**src/core/dbla_pkg.sv**
```systemverilog
// Purpose: Shared constants for the display-buffer latch access sequencer
// Assumes: APB register map, 32-bit data, one aligned word per register
// Notes: Command codes and register offsets are fixed here only

package dbla_pkg;

   localparam int unsigned ADDR_W = 11;
   localparam int unsigned DATA_W = 32;
   localparam int unsigned PADDR_W = 8;

   // Register byte offsets
   localparam logic [7:0] OFS_COMMAND = 8'h00;
   localparam logic [7:0] OFS_CURSOR = 8'h04;
   localparam logic [7:0] OFS_POINTER = 8'h08;
   localparam logic [7:0] OFS_STATUS = 8'h0C;
   localparam logic [7:0] OFS_CONFIG = 8'h10;

   // Command codes in the low bits of a command write
   localparam int unsigned CMD_W = 3;
   localparam logic [2:0] CMD_NONE = 3'h0;
   localparam logic [2:0] CMD_RD_PTR = 3'h1;
   localparam logic [2:0] CMD_WR_PTR = 3'h2;
   localparam logic [2:0] CMD_RD_CUR = 3'h3;
   localparam logic [2:0] CMD_WR_CUR = 3'h4;
   localparam logic [2:0] CMD_RD_CUR_INC = 3'h5;
   localparam logic [2:0] CMD_WR_CUR_INC = 3'h6;
   localparam logic [2:0] CMD_FILL = 3'h7;

   // Buffer interface configurations
   localparam logic [1:0] MODE_INDEPENDENT = 2'h0;
   localparam logic [1:0] MODE_TRANSPARENT = 2'h1;
   localparam logic [1:0] MODE_SHARED = 2'h2;
   localparam logic [1:0] MODE_ROW = 2'h3;

   // Field positions
   localparam int unsigned ST_DONE_BIT = 0;
   localparam int unsigned ST_READY_BIT = 1;
   localparam int unsigned ST_REJECT_BIT = 2;
   localparam int unsigned ST_BLANK_BIT = 3;
   localparam int unsigned ST_BUSY_BIT = 4;
   localparam int unsigned CFG_MODE_LSB = 0;
   localparam int unsigned CFG_BLANK_BIT = 2;

   // Reset values
   localparam logic [ADDR_W-1:0] RST_ADDR = 11'h000;
   localparam logic [2:0] RST_CONFIG = 3'h0;

   // One location per two character times; character time is one pclk here
   localparam int unsigned CLK_PERIOD_NS = 100;
   localparam int unsigned CHAR_TIME_NS = 100;
   localparam int unsigned LOC_CHAR_TIMES = 2;
   localparam int unsigned LOC_CYCLES = (LOC_CHAR_TIMES * CHAR_TIME_NS) / CLK_PERIOD_NS;
   localparam logic [1:0] LOC_LAST = 2'(LOC_CYCLES - 1);

   typedef enum logic [2:0] {
      DBLA_IDLE = 3'b001,
      DBLA_WAIT = 3'b010,
      DBLA_XFER = 3'b100
   } dbla_state_t;

   function automatic logic dbla_hit(input logic [7:0] addr, input logic [7:0] ofs);
      dbla_hit = (addr == ofs);
   endfunction

endpackage

```
**src/core/dbla_apb.sv**
```systemverilog
// Purpose: APB slave handshake with one wait state
// Assumes: Read word and map hit are decoded by the parent
// Notes: Unmapped accesses complete with pslverr

`timescale 1ns/10ps
`default_nettype none

module dbla_apb
   import dbla_pkg::*;
(
   input wire logic pclk,
   input wire logic presetn,
   input wire logic psel,
   input wire logic penable,
   input wire logic pwrite,
   input wire logic mapped,
   input wire logic [DATA_W-1:0] rd_word,
   output var logic pready,
   output var logic [DATA_W-1:0] prdata,
   output var logic pslverr,
   output logic wr_fire
);

   logic pready_reg;
   logic [DATA_W-1:0] prdata_reg;
   logic pslverr_reg;
   wire access = psel & penable;
   wire first = access & ~pready_reg;

   assign wr_fire = access & pready_reg & pwrite & mapped;
   assign pready = pready_reg;
   assign prdata = prdata_reg;
   assign pslverr = pslverr_reg;

   // Answer one cycle into the access phase
   always_ff @(posedge pclk or negedge presetn)
   begin
      if (!presetn)
      begin
         pready_reg <= 1'b0;
         prdata_reg <= 32'h00000000;
         pslverr_reg <= 1'b0;
      end
      else
      begin
         pready_reg <= first;
         prdata_reg <= (first & ~pwrite & mapped) ? rd_word : 32'h00000000;
         pslverr_reg <= first & ~mapped;
      end
   end

endmodule

`default_nettype wire

```
**src/core/dbla_core.sv**
```systemverilog
// Purpose: Display-buffer access through an interface latch, independent mode
// Assumes: hblank and vblank come from raster timing, synchronous to pclk
// Notes: Commands are taken only while the done flag is set
//
// The implementer's own choices: the register offsets and the APB interface to the registers.

`timescale 1ns/10ps
`default_nettype none

// How it works
// - Data moves only through latch, own strobes
// - Address from cursor or pointer, command chooses
// - Transfers happen only inside blanking intervals
// - Read and write at pointer address
// - Cursor read/write, with or without increment
// - Write clears flag, stores latch at address
// - Done flag set after write stores
// - Read clears flag, loads latch, sets flag
// - Fill writes cursor through pointer from latch
// - Conditions visible in pollable status register
// - Four configurations; only independent runs commands
// - Fill steps addresses, flag set at end
// - Active window waits hblank; blanked runs now
// - Fill forces blank until next vertical retrace
// - Ready output signals command completion
module dbla_core
   import dbla_pkg::*;
(
   input wire logic pclk,
   input wire logic presetn,
   input wire logic psel,
   input wire logic penable,
   input wire logic pwrite,
   input wire logic [PADDR_W-1:0] paddr,
   input wire logic [DATA_W-1:0] pwdata,
   output var logic pready,
   output var logic [DATA_W-1:0] prdata,
   output var logic pslverr,
   input wire logic hblank,
   input wire logic vblank,
   output var logic [ADDR_W-1:0] buf_addr,
   output var logic latch_read_strobe,
   output var logic latch_write_strobe,
   output var logic buffer_chip_select,
   output var logic buf_write_en,
   output var logic blank_out,
   output var logic ready_irq
);

   dbla_state_t state_reg, state_next;
   logic [ADDR_W-1:0] cursor_reg, pointer_reg, addr_reg;
   logic [2:0] cmd_reg;
   logic [2:0] config_reg;
   logic done_reg, ready_reg, reject_reg, blank_reg, go_reg;
   logic wr_fire, cyc_last;

   // Register decode
   wire hit_cmd = dbla_hit(paddr, OFS_COMMAND);
   wire hit_cur = dbla_hit(paddr, OFS_CURSOR);
   wire hit_ptr = dbla_hit(paddr, OFS_POINTER);
   wire hit_st = dbla_hit(paddr, OFS_STATUS);
   wire hit_cfg = dbla_hit(paddr, OFS_CONFIG);
   wire mapped = hit_cmd | hit_cur | hit_ptr | hit_st | hit_cfg;
   wire [1:0] mode = config_reg[CFG_MODE_LSB +: 2];
   wire cfg_blank = config_reg[CFG_BLANK_BIT];
   wire [2:0] new_cmd = pwdata[CMD_W-1:0];
   wire cmd_write = wr_fire & hit_cmd & (new_cmd != CMD_NONE);
   wire cmd_ok = done_reg & (mode == MODE_INDEPENDENT);
   wire cmd_take = cmd_write & cmd_ok;
   wire cmd_reject = cmd_write & ~cmd_ok;

   // Command attributes
   wire is_fill = (cmd_reg == CMD_FILL);
   wire is_write = (cmd_reg == CMD_WR_PTR) | (cmd_reg == CMD_WR_CUR) | (cmd_reg == CMD_WR_CUR_INC) | is_fill;
   wire use_ptr = (cmd_reg == CMD_RD_PTR) | (cmd_reg == CMD_WR_PTR);
   wire is_inc = (cmd_reg == CMD_RD_CUR_INC) | (cmd_reg == CMD_WR_CUR_INC);
   wire [ADDR_W-1:0] sel_addr = use_ptr ? pointer_reg : cursor_reg;
   wire can_go = hblank | vblank | cfg_blank;
   wire fill_more = is_fill & (addr_reg != pointer_reg);
   wire finish = (state_reg == DBLA_XFER) & cyc_last & ~fill_more;

   wire [DATA_W-1:0] status_word = {27'h0000000, (state_reg != DBLA_IDLE), blank_reg,
      reject_reg, ready_reg, done_reg};
   wire [DATA_W-1:0] rd_word = hit_cur ? {21'h000000, cursor_reg} :
      hit_ptr ? {21'h000000, pointer_reg} :
      hit_st ? status_word :
      hit_cfg ? {29'h00000000, config_reg} :
      {29'h00000000, cmd_reg};

   dbla_apb i_dbla_apb (
      .pclk(pclk),
      .presetn(presetn),
      .psel(psel),
      .penable(penable),
      .pwrite(pwrite),
      .mapped(mapped),
      .rd_word(rd_word),
      .pready(pready),
      .prdata(prdata),
      .pslverr(pslverr),
      .wr_fire(wr_fire)
   );

   // Sequencer
   logic go_next;
   logic [ADDR_W-1:0] addr_next;
   always_comb
   begin
      state_next = state_reg;
      go_next = 1'b0;
      addr_next = addr_reg;
      unique case (state_reg)
         DBLA_IDLE:
         begin
            if (cmd_take && new_cmd == CMD_FILL)
            begin
               state_next = DBLA_XFER;
               go_next = 1'b1;
               addr_next = cursor_reg;
            end
            else if (cmd_take)
               state_next = DBLA_WAIT;
         end
         DBLA_WAIT:
         begin
            if (can_go)
            begin
               state_next = DBLA_XFER;
               go_next = 1'b1;
               addr_next = sel_addr;
            end
         end
         DBLA_XFER:
         begin
            if (cyc_last && fill_more)
            begin
               go_next = 1'b1;
               addr_next = ADDR_W'(addr_reg + 11'h001);
            end
            else if (cyc_last)
               state_next = DBLA_IDLE;
         end
      endcase
   end

   dbla_cycle i_dbla_cycle (
      .pclk(pclk),
      .presetn(presetn),
      .go(go_reg),
      .is_write(is_write),
      .cs(buffer_chip_select),
      .rd_stb(latch_read_strobe),
      .wr_stb(latch_write_strobe),
      .we(buf_write_en),
      .last(cyc_last)
   );

   assign buf_addr = addr_reg;
   assign blank_out = blank_reg;
   assign ready_irq = ready_reg;

   always_ff @(posedge pclk or negedge presetn)
   begin
      if (!presetn)
      begin
         state_reg <= DBLA_IDLE;
         go_reg <= 1'b0;
         addr_reg <= RST_ADDR;
         cmd_reg <= CMD_NONE;
         done_reg <= 1'b1;
      end
      else
      begin
         state_reg <= state_next;
         go_reg <= go_next;
         addr_reg <= addr_next;
         if (cmd_take)
            cmd_reg <= new_cmd;
         if (cmd_take)
            done_reg <= 1'b0;
         else if (finish)
            done_reg <= 1'b1;
      end
   end

   // Software-visible registers
   always_ff @(posedge pclk or negedge presetn)
   begin
      if (!presetn)
      begin
         cursor_reg <= RST_ADDR;
         pointer_reg <= RST_ADDR;
         config_reg <= RST_CONFIG;
      end
      else
      begin
         if (finish && is_inc)
            cursor_reg <= ADDR_W'(cursor_reg + 11'h001);
         else if (wr_fire && hit_cur)
            cursor_reg <= pwdata[ADDR_W-1:0];
         if (wr_fire && hit_ptr)
            pointer_reg <= pwdata[ADDR_W-1:0];
         if (wr_fire && hit_cfg)
            config_reg <= pwdata[2:0];
      end
   end

   // Flags; a hardware set wins over a software clear
   always_ff @(posedge pclk or negedge presetn)
   begin
      if (!presetn)
      begin
         ready_reg <= 1'b0;
         reject_reg <= 1'b0;
         blank_reg <= 1'b0;
      end
      else
      begin
         if (finish)
            ready_reg <= 1'b1;
         else if (cmd_take)
            ready_reg <= 1'b0;
         if (cmd_reject)
            reject_reg <= 1'b1;
         else if (wr_fire && hit_st && pwdata[ST_REJECT_BIT])
            reject_reg <= 1'b0;
         if (cmd_take && new_cmd == CMD_FILL)
            blank_reg <= 1'b1;
         else if (state_reg == DBLA_IDLE && vblank)
            blank_reg <= 1'b0;
      end
   end

   logic fill_q;
   always_ff @(posedge pclk or negedge presetn)
   begin
      if (!presetn)
         fill_q <= 1'b0;
      else
         fill_q <= is_fill;
   end

   a_idle_quiet: assert property (@(posedge pclk) disable iff (!presetn)
      (state_reg == DBLA_IDLE) |-> (!buffer_chip_select && !latch_write_strobe && !latch_read_strobe))
      else $error("strobe active while idle");
   a_idle_done: assert property (@(posedge pclk) disable iff (!presetn)
      (state_reg == DBLA_IDLE) |-> done_reg)
      else $error("done flag low while idle");
   a_take_clears: assert property (@(posedge pclk) disable iff (!presetn)
      cmd_take |=> (!done_reg && !ready_irq))
      else $error("done flag not cleared by command");
   a_go_blanked: assert property (@(posedge pclk) disable iff (!presetn)
      (go_next && state_reg == DBLA_WAIT) |-> can_go)
      else $error("access started outside blanking");
   a_wait_start: assert property (@(posedge pclk) disable iff (!presetn)
      (state_reg == DBLA_WAIT && can_go) |=> (go_reg && state_reg == DBLA_XFER))
      else $error("blanked wait did not start");
   a_addr_select: assert property (@(posedge pclk) disable iff (!presetn)
      (go_reg && !is_fill && $past(state_reg) == DBLA_WAIT) |-> buf_addr == sel_addr)
      else $error("wrong buffer address");
   a_write_strobe: assert property (@(posedge pclk) disable iff (!presetn)
      buf_write_en |-> (latch_write_strobe && buffer_chip_select && is_write))
      else $error("write enable without latch drive");
   a_read_loads: assert property (@(posedge pclk) disable iff (!presetn)
      (finish && !is_write) |-> (latch_read_strobe ##1 (done_reg && ready_irq)))
      else $error("read did not load latch then set flag");
   a_cursor_inc: assert property (@(posedge pclk) disable iff (!presetn)
      (finish && is_inc) |=> cursor_reg == ADDR_W'($past(cursor_reg) + 11'h001))
      else $error("cursor not advanced by one");
   a_fill_blank: assert property (@(posedge pclk) disable iff (!presetn)
      (fill_q && state_reg == DBLA_XFER) |-> blank_out)
      else $error("blank not forced during fill");
   a_fill_rate: assert property (@(posedge pclk) disable iff (!presetn)
      (go_reg && is_fill) |=> (buffer_chip_select [*2]) ##1 !buffer_chip_select)
      else $error("fill location not two character times");

   c_write: cover property (@(posedge pclk) disable iff (!presetn)
      finish && is_write && !is_fill);
   c_read: cover property (@(posedge pclk) disable iff (!presetn)
      finish && !is_write);
   c_fill: cover property (@(posedge pclk) disable iff (!presetn)
      finish && is_fill && addr_reg != cursor_reg);
   c_reject: cover property (@(posedge pclk) disable iff (!presetn)
      cmd_reject);

endmodule

`default_nettype wire

```
**src/core/dbla_cycle.sv**
```systemverilog
// Purpose: One buffer location access of two character times
// Assumes: go arrives only while idle
// Notes: last marks the final cycle of the access

`timescale 1ns/10ps
`default_nettype none

module dbla_cycle
   import dbla_pkg::*;
(
   input wire logic pclk,
   input wire logic presetn,
   input wire logic go,
   input wire logic is_write,
   output var logic cs,
   output var logic rd_stb,
   output var logic wr_stb,
   output var logic we,
   output logic last
);

   logic busy_reg;
   logic wr_reg;
   logic [1:0] cnt_reg;
   logic cs_reg;
   logic rd_reg;
   logic ws_reg;
   logic we_reg;
   wire busy_next = go | (busy_reg & (cnt_reg != LOC_LAST));
   wire [1:0] cnt_next = go ? 2'h0 : 2'(cnt_reg + 2'h1);
   wire wr_next = go ? is_write : wr_reg;
   wire end_next = busy_next & (cnt_next == LOC_LAST);

   assign last = busy_reg & (cnt_reg == LOC_LAST);
   assign cs = cs_reg;
   assign rd_stb = rd_reg;
   assign wr_stb = ws_reg;
   assign we = we_reg;

   always_ff @(posedge pclk or negedge presetn)
   begin
      if (!presetn)
      begin
         busy_reg <= 1'b0;
         wr_reg <= 1'b0;
         cnt_reg <= 2'h0;
         cs_reg <= 1'b0;
         rd_reg <= 1'b0;
         ws_reg <= 1'b0;
         we_reg <= 1'b0;
      end
      else
      begin
         busy_reg <= busy_next;
         wr_reg <= wr_next;
         cnt_reg <= cnt_next;
         cs_reg <= busy_next;
         ws_reg <= busy_next & wr_next;
         we_reg <= end_next & wr_next;
         rd_reg <= end_next & ~wr_next;
      end
   end

endmodule

`default_nettype wire

```
**config.mk**
```make
export PLATFORM = sky130hd
export DESIGN_NAME = dbla_core
export DESIGN_NICKNAME = d
export VERILOG_FILES = /design/src/core/dbla_pkg.sv /design/src/core/dbla_apb.sv /design/src/core/dbla_core.sv /design/src/core/dbla_cycle.sv
export SDC_FILE = /design/constraint.sdc
export NUM_CORES = 1
export LEC_CHECK = 0
export BUFFER_PORTS_ARGS = -buffer_cell sky130_fd_sc_hd__buf_2
export CAP_MARGIN = 20
export CORE_MARGIN = 3
export CORE_UTILIZATION = 45
export DETAILED_ROUTE_END_ITERATION = 7
export HOLD_SLACK_MARGIN = 0.05
export PLACE_DENSITY = 0.67
export RECOVER_POWER = 25
export SLEW_MARGIN = 20
export SYNTH_ARGS = -nofsm -noshare
export SYNTH_HDL_FRONTEND = slang
export SYNTH_HIERARCHICAL = 1
export SYNTH_SLANG_ARGS = --single-unit
```
**constraint.sdc**
```tcl
create_clock -name pclk -period 2.25 [get_ports pclk]
set_input_delay 0 -clock pclk [delete_from_list [all_inputs] [get_ports pclk]]
set_output_delay 0 -clock pclk [all_outputs]
set_load 0.02 [all_outputs]
```
==> Yosys cells after proc, flatten, opt, wreduce, memory -nomap -nowiden <==
Cells that the tools add are included.
{ "totals": {"reg_bits": 88, "input_bits": 47, "out_inout_bits": 51, "wordCells": 138} }
{ "classes": {"addsub": 3, "eq_ne": 25, "mux": 32, "bitwise": 40, "reduce_logical": 18} }
{ "op_table": {"columns": ["operator", "count"], "rows": [
  ["11-bit 2-to-1 mux", 9],
  ["11-bit one-hot mux with 3 select lines", 1],
  ["11-bit by 1-bit adder with 11-bit output (second input constant)", 2],
  ["1-bit AND", 22],
  ["3-bit equality test (second input constant)", 6],
  ["3-bit 2-to-1 mux", 6],
  ["8-bit by 4-bit equality test with 1-bit output (second input constant)", 2],
  ["1-bit 2-to-1 mux", 12],
  ["1-bit OR", 12],
  ["11-bit != test", 1],
  ["1-bit logical AND", 9],
  ["3-bit one-hot mux with 3 select lines", 1],
  ["8-bit by 3-bit equality test with 1-bit output (second input constant)", 1],
  ["8-bit by 5-bit equality test with 1-bit output (second input constant)", 1],
  ["8-bit logical NOT", 1],
  ["2-bit != test (second input constant)", 4],
  ["2-bit nonzero test", 4],
  ["3-bit by 1-bit equality test with 1-bit output (second input constant)", 2],
  ["3-bit by 2-bit equality test with 1-bit output (second input constant)", 2],
  ["1-bit NOT", 6],
  ["5-bit 2-to-1 mux", 1],
  ["2-bit by 1-bit equality test with 1-bit output (second input constant)", 2],
  ["2-bit by 1-bit != test with 1-bit output (second input constant)", 2],
  ["4-bit AND reduction", 1],
  ["other kinds (8)", 8]
]} }

==> Longest topological paths before layout <==
Gate-level depths: netlist of run 1.
{ "logic_depth": {"depth_word": 12, "depth_mapped": 14, "ltp_nobuf": 10} }

==> Modules after synthesis <==
Netlist of run 1, hierarchy kept.
{ "modules_own_cells": {"columns": ["mod", "n_inst", "cells_per_inst", "area_per_inst_um2", "seq_area_each_um2"], "rows": [
  ["dbla_core", 1, 349, 3099.2, 1178.6],
  ["dbla_apb", 1, 115, 1432.6, 850.8],
  ["dbla_cycle", 1, 22, 290.3, 175.2]
]} }

==> Worst setup path after synthesis of run 1 <==
Ideal clock, no wire load.
{ "synth_path": {"kind": "input to register", "startpoint": "input paddr[0]", "endpoint": "register addr_reg[2], in the netlist buf_addr[2]", "setup_ps": 125, "t_arrival_ps": 2804, "required_time_ps": 2125, "setup_slack_ps": -679, "stages": 14, "path_buffers": 4, "cell_sequence": "nor3_1 > nand2_1 > clkbuf_1 > nand2_1 > buf_2 > clkbuf_1 > nand3_1 > nor2_1 > nor2b_1 > and3_1 > o211a_1 > and2_4 > buf_6 > mux2_4"} }
{ "synth_between": {"elab_chain_len": 12, "elab_cells_between_ends": 16, "classes_between": "eq/ne: 5; bitwise: 8; reduce/logical: 3"} }
{ "synth_lines": {"columns": ["element", "line", "rtl"], "rows": [
  ["start: declaration", "dbla_core.sv:34", "input wire logic [PADDR_W-1:0] paddr,"],
  ["8-bit by 3-bit equality test with 1-bit output or 8-bit logical NOT (tied branches)", "dbla_pkg.sv:62", "dbla_hit = (addr == ofs);"],
  ["1-bit OR (3 in series)", "dbla_core.sv:63", "wire mapped = hit_cmd | hit_cur | hit_ptr | hit_st | hit_cfg;"],
  ["1-bit OR *", "dbla_core.sv:63", null],
  ["net mapped", "dbla_core.sv:63", null],
  ["1-bit AND *", "dbla_apb.sv:30", "assign wr_fire = access & pready_reg & pwrite & mapped;"],
  ["net wr_fire", "dbla_core.sv:55", "logic wr_fire, cyc_last;"],
  ["1-bit AND * (2 in series)", "dbla_core.sv:67", "wire cmd_write = wr_fire & hit_cmd & (new_cmd != CMD_NONE);"],
  ["1-bit AND *", "dbla_core.sv:69", "wire cmd_take = cmd_write & cmd_ok;"],
  ["1-bit logical AND *", "dbla_core.sv:115", "if (cmd_take && new_cmd == CMD_FILL)"],
  ["2-bit != test (no source line) *", null, null],
  ["3-bit AND reduction (no source line) *", null, null],
  ["end signal: assignment", "dbla_core.sv:176", "addr_reg <= addr_next;"],
  ["end: declaration", "dbla_core.sv:51", "logic [ADDR_W-1:0] cursor_reg, pointer_reg, addr_reg;"]
]} }
Mark *: on every way through the listed nets, which the timed path passes. The rest lies on a longest branch.
A chain may end at the register's enable or synchronous reset.

==> Final worst setup path of run 1 <==
{ "layout_path": {"startpoint": "register addr_reg[7], in the netlist buf_addr[7]", "endpoint": "register addr_reg[6], in the netlist buf_addr[6]"} }
{ "layout_between": {"elab_chain_len": 5} }
{ "layout_lines": {"columns": ["element", "line", "rtl"], "rows": [
  ["11-bit != test", "dbla_core.sv:79", "wire fill_more = is_fill & (addr_reg != pointer_reg);"],
  ["1-bit AND", "dbla_core.sv:79", null],
  ["1-bit logical AND", "dbla_core.sv:135", "if (cyc_last && fill_more)"],
  ["2-bit by 1-bit != test with 1-bit output (no source line)", null, null],
  ["3-bit AND reduction (no source line)", null, null]
]} }
Every way passes these cells.

==> results of run 1 <==
-- timing repair --
item                                    in CTS  in global routing
gates resized for setup                      0                  1
endpoints found under the setup margin       0                  1
hold endpoints to repair                   117                  0
hold buffers                                13                  0
-- metal layers --
| metal | routed length [um] | track usage [%] | up-vias |
|---|---|---|---|
| met2 | 5872 | 34.48 | 130 |
| met4 | 137 | 5.165 | 0 |
| met3 | 692 | 4.463 | 10 |
| met5 | 0 | 0 | - |
| met1 | 5372 | 29.07 | 1982 |
| li1 | - | - | 1980 |
-- layout by cell type (no fill, tap or decap), types with 5 or more instances in the layout --
cell | netlist | routed
mux2_2 | 5 | 5
o22ai_1 | 6 | 6
nor3_1 | 13 | 11
a221o_1 | 6 | 6
nand2_1 | 69 | 66
o21ai_1 | 8 | 8
dlygate4sd3_1 | 0 | 13
dfrtp_1 | 86 | 86
conb_1 | 1 | 21
nand4_1 | 11 | 11
buf_2 | 8 | 75
and2_1 | 5 | 5
a22oi_1 | 12 | 12
nand3_1 | 21 | 19
nor3_2 | 27 | 28
nor3b_1 | 5 | 5
buf_4 | 2 | 37
xnor2_1 | 12 | 12
nor2_1 | 33 | 33
and3_1 | 5 | 5
clkbuf_8 | 0 | 9
inv_1 | 8 | 8
a22o_1 | 5 | 5
nand2b_1 | 6 | 5
mux2_1 | 12 | 12
a21oi_1 | 22 | 22
o21ai_0 | 11 | 11
-- power groups by stage --
stage                     sequential (W)  clock [W]  combinational, W
after floorplan                  0.00184          0          0.000875
after global placement           0.00183          0           0.00125
after detailed placement         0.00184          0           0.00128
after CTS                        0.00181   0.000985           0.00130
after global routing             0.00183    0.00104           0.00142
final                            0.00181   0.000955           0.00130
-- critical path: stages (launching register included) --
cell     delay (ns)
dfrtp_1        0.48
xnor2_1        0.25
nand4_1        0.15
or4_1          0.56
and2_4         0.21
buf_4          0.16
a22o_1         0.22
-- through the flow --
stage / worst slack (ns) / hold slack (ns)
after floorplan: -0.04180 / -0.2956
after global placement: 0.08766 / -0.03652
after detailed placement: 0.06237 / -0.02730
after CTS: 0.1362 / 0.05974
after global routing: 0.01586 / 0.1188
final: 0.1211 / 0.05949
-- worst paths after layout --
kind | endpoint | slack, ns | cells after the start
max | buf_addr[6] | 0.12 | 6
min | reject_reg | 0.06 | 4
max reg2reg | buf_addr[6] | 0.12 | 6
min reg2reg | done_reg | 0.48 | 2
max in group asynchronous | i_dbla_apb/prdata[1] | 0.51 | 3
min in group asynchronous | config_reg[1] | 0.65 | 2
-- final cells by class --
cell class	count	area share, %
multi-input cells	378	42.62
inverters	8	0.5117
repair buffers	127	13.75
flip-flops and latches	88	37.57
well taps	136	2.900
clock inverters	3	0.3412
clock buffers	12	2.303
-- cell families (layout without fill, tap and decap cells) --
group                    after synthesis  in the layout  synth area share (%)
AO/OA/AOI/OAI                         94             94                 13.05
XOR/XNOR                              15             15                 2.725
adder cells (fa/ha/maj)                4              4                0.9861
buffers and inverters                 40            150                 5.111
flip-flops                            88             88                 45.72
multiplexers                          24             24                 5.734
other                                  1             21               0.07777
AND/OR/NAND/NOR                      220            220                 26.60
==> flow_summary.ini, run 1 <==
[setup_path]
path_class = flop to flop
cp.required_ns = 2.51
crit_start = buf_addr[7]
worstSetupStartpointType = flop
crit_path_end_kind = flop
critPathMaxFanout = 7
crit_arrival_ns = 2.38
rr_startpoint = buf_addr[7]

[finish]
multi_input_area_um2 = 2501
diodes = 0
stdcell_area_um2 = 5868
finalNetCount = 662
drive_above_1_share_pct = 29.55
fillCellCount = 930
final_cells = 752
largest_register_ffs = 32
regArea_um2 = 2205
area_growth_pct = 21.69
final_core_util_pct = 56.59

[cts]
clock_path_buffers = 2
cts_tree = yes
clock_latency_ns = 0.37
htreeDepth = 3
numCtsBuffers = 9
cts.sinks = 88
clkSlewWorstSetupHoldPaths_ns = 0.09
cts_setup_buffers = 0
cts_root_buf = clkbuf_8

[sta]
finalCritPeriodShare_pct = 94.62
hold_violations = 0
finalCriticalPeriod_ns = 2.129
relSlewSlack_pct = -20.27
setup_tns_ns = 0
fmax_mhz = 469.7
tightestPinTransition_ns = 1.804
drv_slew = 32
setup_viol = 0
finalClockSkew_ns = 0.01094
rsz0062_at_grt = false

[logic_synthesis]
synth.most_common_cell = dfrtp_1
synth_ff_type = dfrtp_1
ys_seq_area_share_pct = 45.72
netlist_area_um2 = 4822
yosys-top-cells-count = dfrtp_1 (86), nand2_1 (69), nor2_1 (33)
synth_edf_count = 0
synth_top_area_cell = dfrtp_1
yosys-top-cells-area = dfrtp_1 (45%), nor3_2 (5.6%), nand2_1 (5.4%)
ys_types = 65
syn_inst = 486
yosysTopAreaCellShare_pct = 44.63
synth_warnings = 6
synthArstFlopShare_pct = 100.0
synth_seq_cells = 88
avgSynthCellArea_um2 = 9.922

[placement]
io_buffers = 76
hpwl_um = 8766
gp_congestion = 0.8614
place_area_um2 = 5587
placed_cells = 724

[power]
power.share.clock_pct = 23.5
p_per_area_nw_per_um2 = 692.9
p_sw_share_pct = 35.58
irDropWorstVdd_v = 0.0004059
power_w = 0.004066
p_leak_nw = 2.722
p_int_w = 0.002619
p_switching_w = 0.001447
comb_power_share_pct = 32.1
seq_power_share_pct = 44.4

[routing]
wl_per_cell_um = 16.06
ant_nets = 0
viasPerCell = 5.455
drt-total-wl_um = 12080
drc = 0
first_iter_violations = 238
num_vias = 4102
drt-pass1-iter-count = 5

[floorplan]
num_rows = 37
die_w_um = 109.5
die-area_um2 = 11990
coreArea_um2 = 10370
io_pins = 98
initial_core_util_pct = 46.50
dieHeight_um = 109.5

[worst_hold_path]
hold_class = input port to flop
holdCritStartpoint = paddr[1]

[global_routing]
grt_usage_pct = 21.21
grt_first_pass_wirelength_um = 19700
grt_max_degree = 58
grt.overflow.total = 0
antenna_found_initial = 0
grt_pass1_vias = 4009

[outcome]
violations = capacitance limit, slew limit
status = finished, violations left

[job]
maxCapViolCount = 1
(Power assumes the default switching activity.)
==> inputs of run 2 (changes only) <==
==> constraint.sdc (replaced) <==
create_clock -name pclk -period 2.25 [get_ports pclk]
set_input_delay 0.225 -clock pclk [delete_from_list [all_inputs] [get_ports pclk]]
set_output_delay 0.225 -clock pclk [all_outputs]
set_load 0.02 [all_outputs]
==> run 2 against run 1 <==
Net effect: the run now ends clean; via count rose by 1.9%; count of clock-buffer cells in the layout fell by 1; core utilization rose by 0.43 points; critical endpoint unchanged; largest power group unchanged.
==> flow_summary.ini, run 2 (synthesis results as in run 1) <==
[cts]
clkSlewWorstSetupHoldPaths_ns = 0.09
cts.sinks = 88
cts_root_buf = clkbuf_8
clock_latency_ns = 0.36
htreeDepth = 3
clock_path_buffers = 2
cts_setup_buffers = 0
cts_tree = yes
numCtsBuffers = 9

[power]
p_int_w = 0.002984
power.share.clock_pct = 29.5
irDropWorstVdd_v = 0.0003871
seq_power_share_pct = 39.6
p_sw_share_pct = 32.77
p_per_area_nw_per_um2 = 750.7
p_switching_w = 0.001455
p_leak_nw = 2.765
comb_power_share_pct = 30.9

[placement]
placed_cells = 736
gp_congestion = 0.9186
io_buffers = 76
hpwl_um = 9108

[setup_path]
r2r_end = buf_addr[6]
cp.required_ns = 2.50
r2r_cells = 6
r2r_slack_ns = 0.15
crit_path_end_kind = flop
worstSetupStartpointType = flop
critPathMaxFanout = 7
path_class = flop to flop
crit_arrival_ns = 2.34
rr_startpoint = buf_addr[7]

[sta]
setup_viol = 0
finalCritPeriodShare_pct = 93.18
tightestPinTransition_ns = 1.055
finalClockSkew_ns = 0.01542
fmax_mhz = 477.0
finalCriticalPeriod_ns = 2.097
hold_violations = 0
rsz0062_at_grt = false
relSlewSlack_pct = 29.69
drv_slew = 0

[finish]
regArea_um2 = 2205
drive_above_1_share_pct = 31.93
area_growth_pct = 22.63
finalNetCount = 662
final_common_cell = dfrtp_1
multi_input_area_um2 = 2509
layout_common_cells = dfrtp_1 (86), buf_2 (75), nand2_1 (66), buf_4 (49), nor2_1 (33)
largest_register_ffs = 32
fillCellCount = 939
diodes = 0
final_core_util_pct = 57.02
final_cells = 753

[floorplan]
die_w_um = 109.5
initial_core_util_pct = 46.50
num_rows = 37
coreArea_um2 = 10370
die-area_um2 = 11990
dieHeight_um = 109.5
io_pins = 98

[global_routing]
grt_usage_pct = 21.47
antenna_found_initial = 0
grt_pass1_vias = 4115
grt_first_pass_wirelength_um = 20040
grt.overflow.total = 0
grt_max_degree = 38

[worst_hold_path]
holdCritStartpoint = pwdata[8]
hold_class = input port to flop
hold_end = pointer_reg[8]
whs_path_depth = 2

[routing]
drc = 0
ant_nets = 0
num_vias = 4181
drt-pass1-iter-count = 5
first_iter_violations = 268
viasPerCell = 5.552
wl_per_cell_um = 16.41
drt-total-wl_um = 12350

[outcome]
status = finished clean

[job]
maxCapViolCount = 0
[run 2: cell count changes in the layout (fill, tap and decap cells not counted), moves of 2 or more]
cell and delta:
bufinv_16 +3, dlygate4sd3_1 -12, clkbuf_2 +2, clkbuf_1 -2, buf_4 +12
[run 2: metrics by stage]
| stage | setup slack [ns] | hold WS [ns] | TNS, ns | area [um^2] | power [W] |
|---|---|---|---|---|---|
| floorplan | -0.2668 | -0.07059 | -2.313 | 4986 | 0.002719 |
| global placement | -0.08468 | 0.1692 | -0.5674 | 5687 | 0.003125 |
| detailed placement | -0.1293 | 0.1726 | -1.096 | 5687 | 0.003154 |
| CTS | 0.1640 | 0.09120 | 0 | 5933 | 0.004467 |
| global route | 0.06385 | 0.1050 | 0 | 5913 | 0.004698 |
| finish | 0.1535 | 0.1057 | 0 | 5913 | 0.004439 |
[run 2: worst max path at each step]
stage                     cells past startpoint          end         start
after floorplan                              14  buf_addr[2]      paddr[6]
after global placement                       12  buf_addr[3]      paddr[5]
after detailed placement                     12  buf_addr[3]      paddr[5]
after CTS                                     6  buf_addr[6]   buf_addr[7]
after global routing                          6  buf_addr[4]  state_reg[2]
final                                         6  buf_addr[6]   buf_addr[7]
[run 2: repair_timing]
| action | 4_1_cts | 5_1_grt |
|---|---|---|
| hold buffers | 1 | 0 |
| gates resized for setup | 0 | 0 |
| endpoints found under the hold margin | 23 | 0 |
[run 2: worst max-delay path: stages (launching register included)]
cell,delay [ns]
dfrtp_1,0.47
xnor2_1,0.25
nand4_1,0.15
or4_1,0.55
and2_4,0.21
buf_4,0.16
a22o_1,0.20
[run 2: final cells by class]
| class | instances | area share [%] |
|---|---|---|
| clock buffers | 11 | 2.222 |
| clock inverters | 5 | 1.777 |
| inverters | 8 | 0.5078 |
| multi-input cells | 378 | 42.42 |
| flip-flops and latches | 88 | 37.28 |
| well taps | 136 | 2.878 |
| repair buffers | 127 | 12.91 |
[run 2: per-layer routing]
| metal | share of wire [%] | global-route usage [%] | wire [um] |
|---|---|---|---|
| met5 | 0 | 0 | 0 |
| met4 | 1.7 | 7.480 | 204 |
| met3 | 4.1 | 2.525 | 509 |
| met2 | 49 | 34.70 | 6042 |
| met1 | 45 | 29.93 | 5597 |
[run 2: power by group through the flow]
stage	combinational (W)	clock, W	sequential (W)
4_1_cts	0.00137	0.00133	0.00176
6_report	0.00137	0.00131	0.00176
3_5_place_dp	0.00136	0	0.00180
2_1_floorplan	0.000875	0	0.00184
3_3_place_gp	0.00134	0	0.00179
5_1_grt	0.00151	0.00141	0.00177
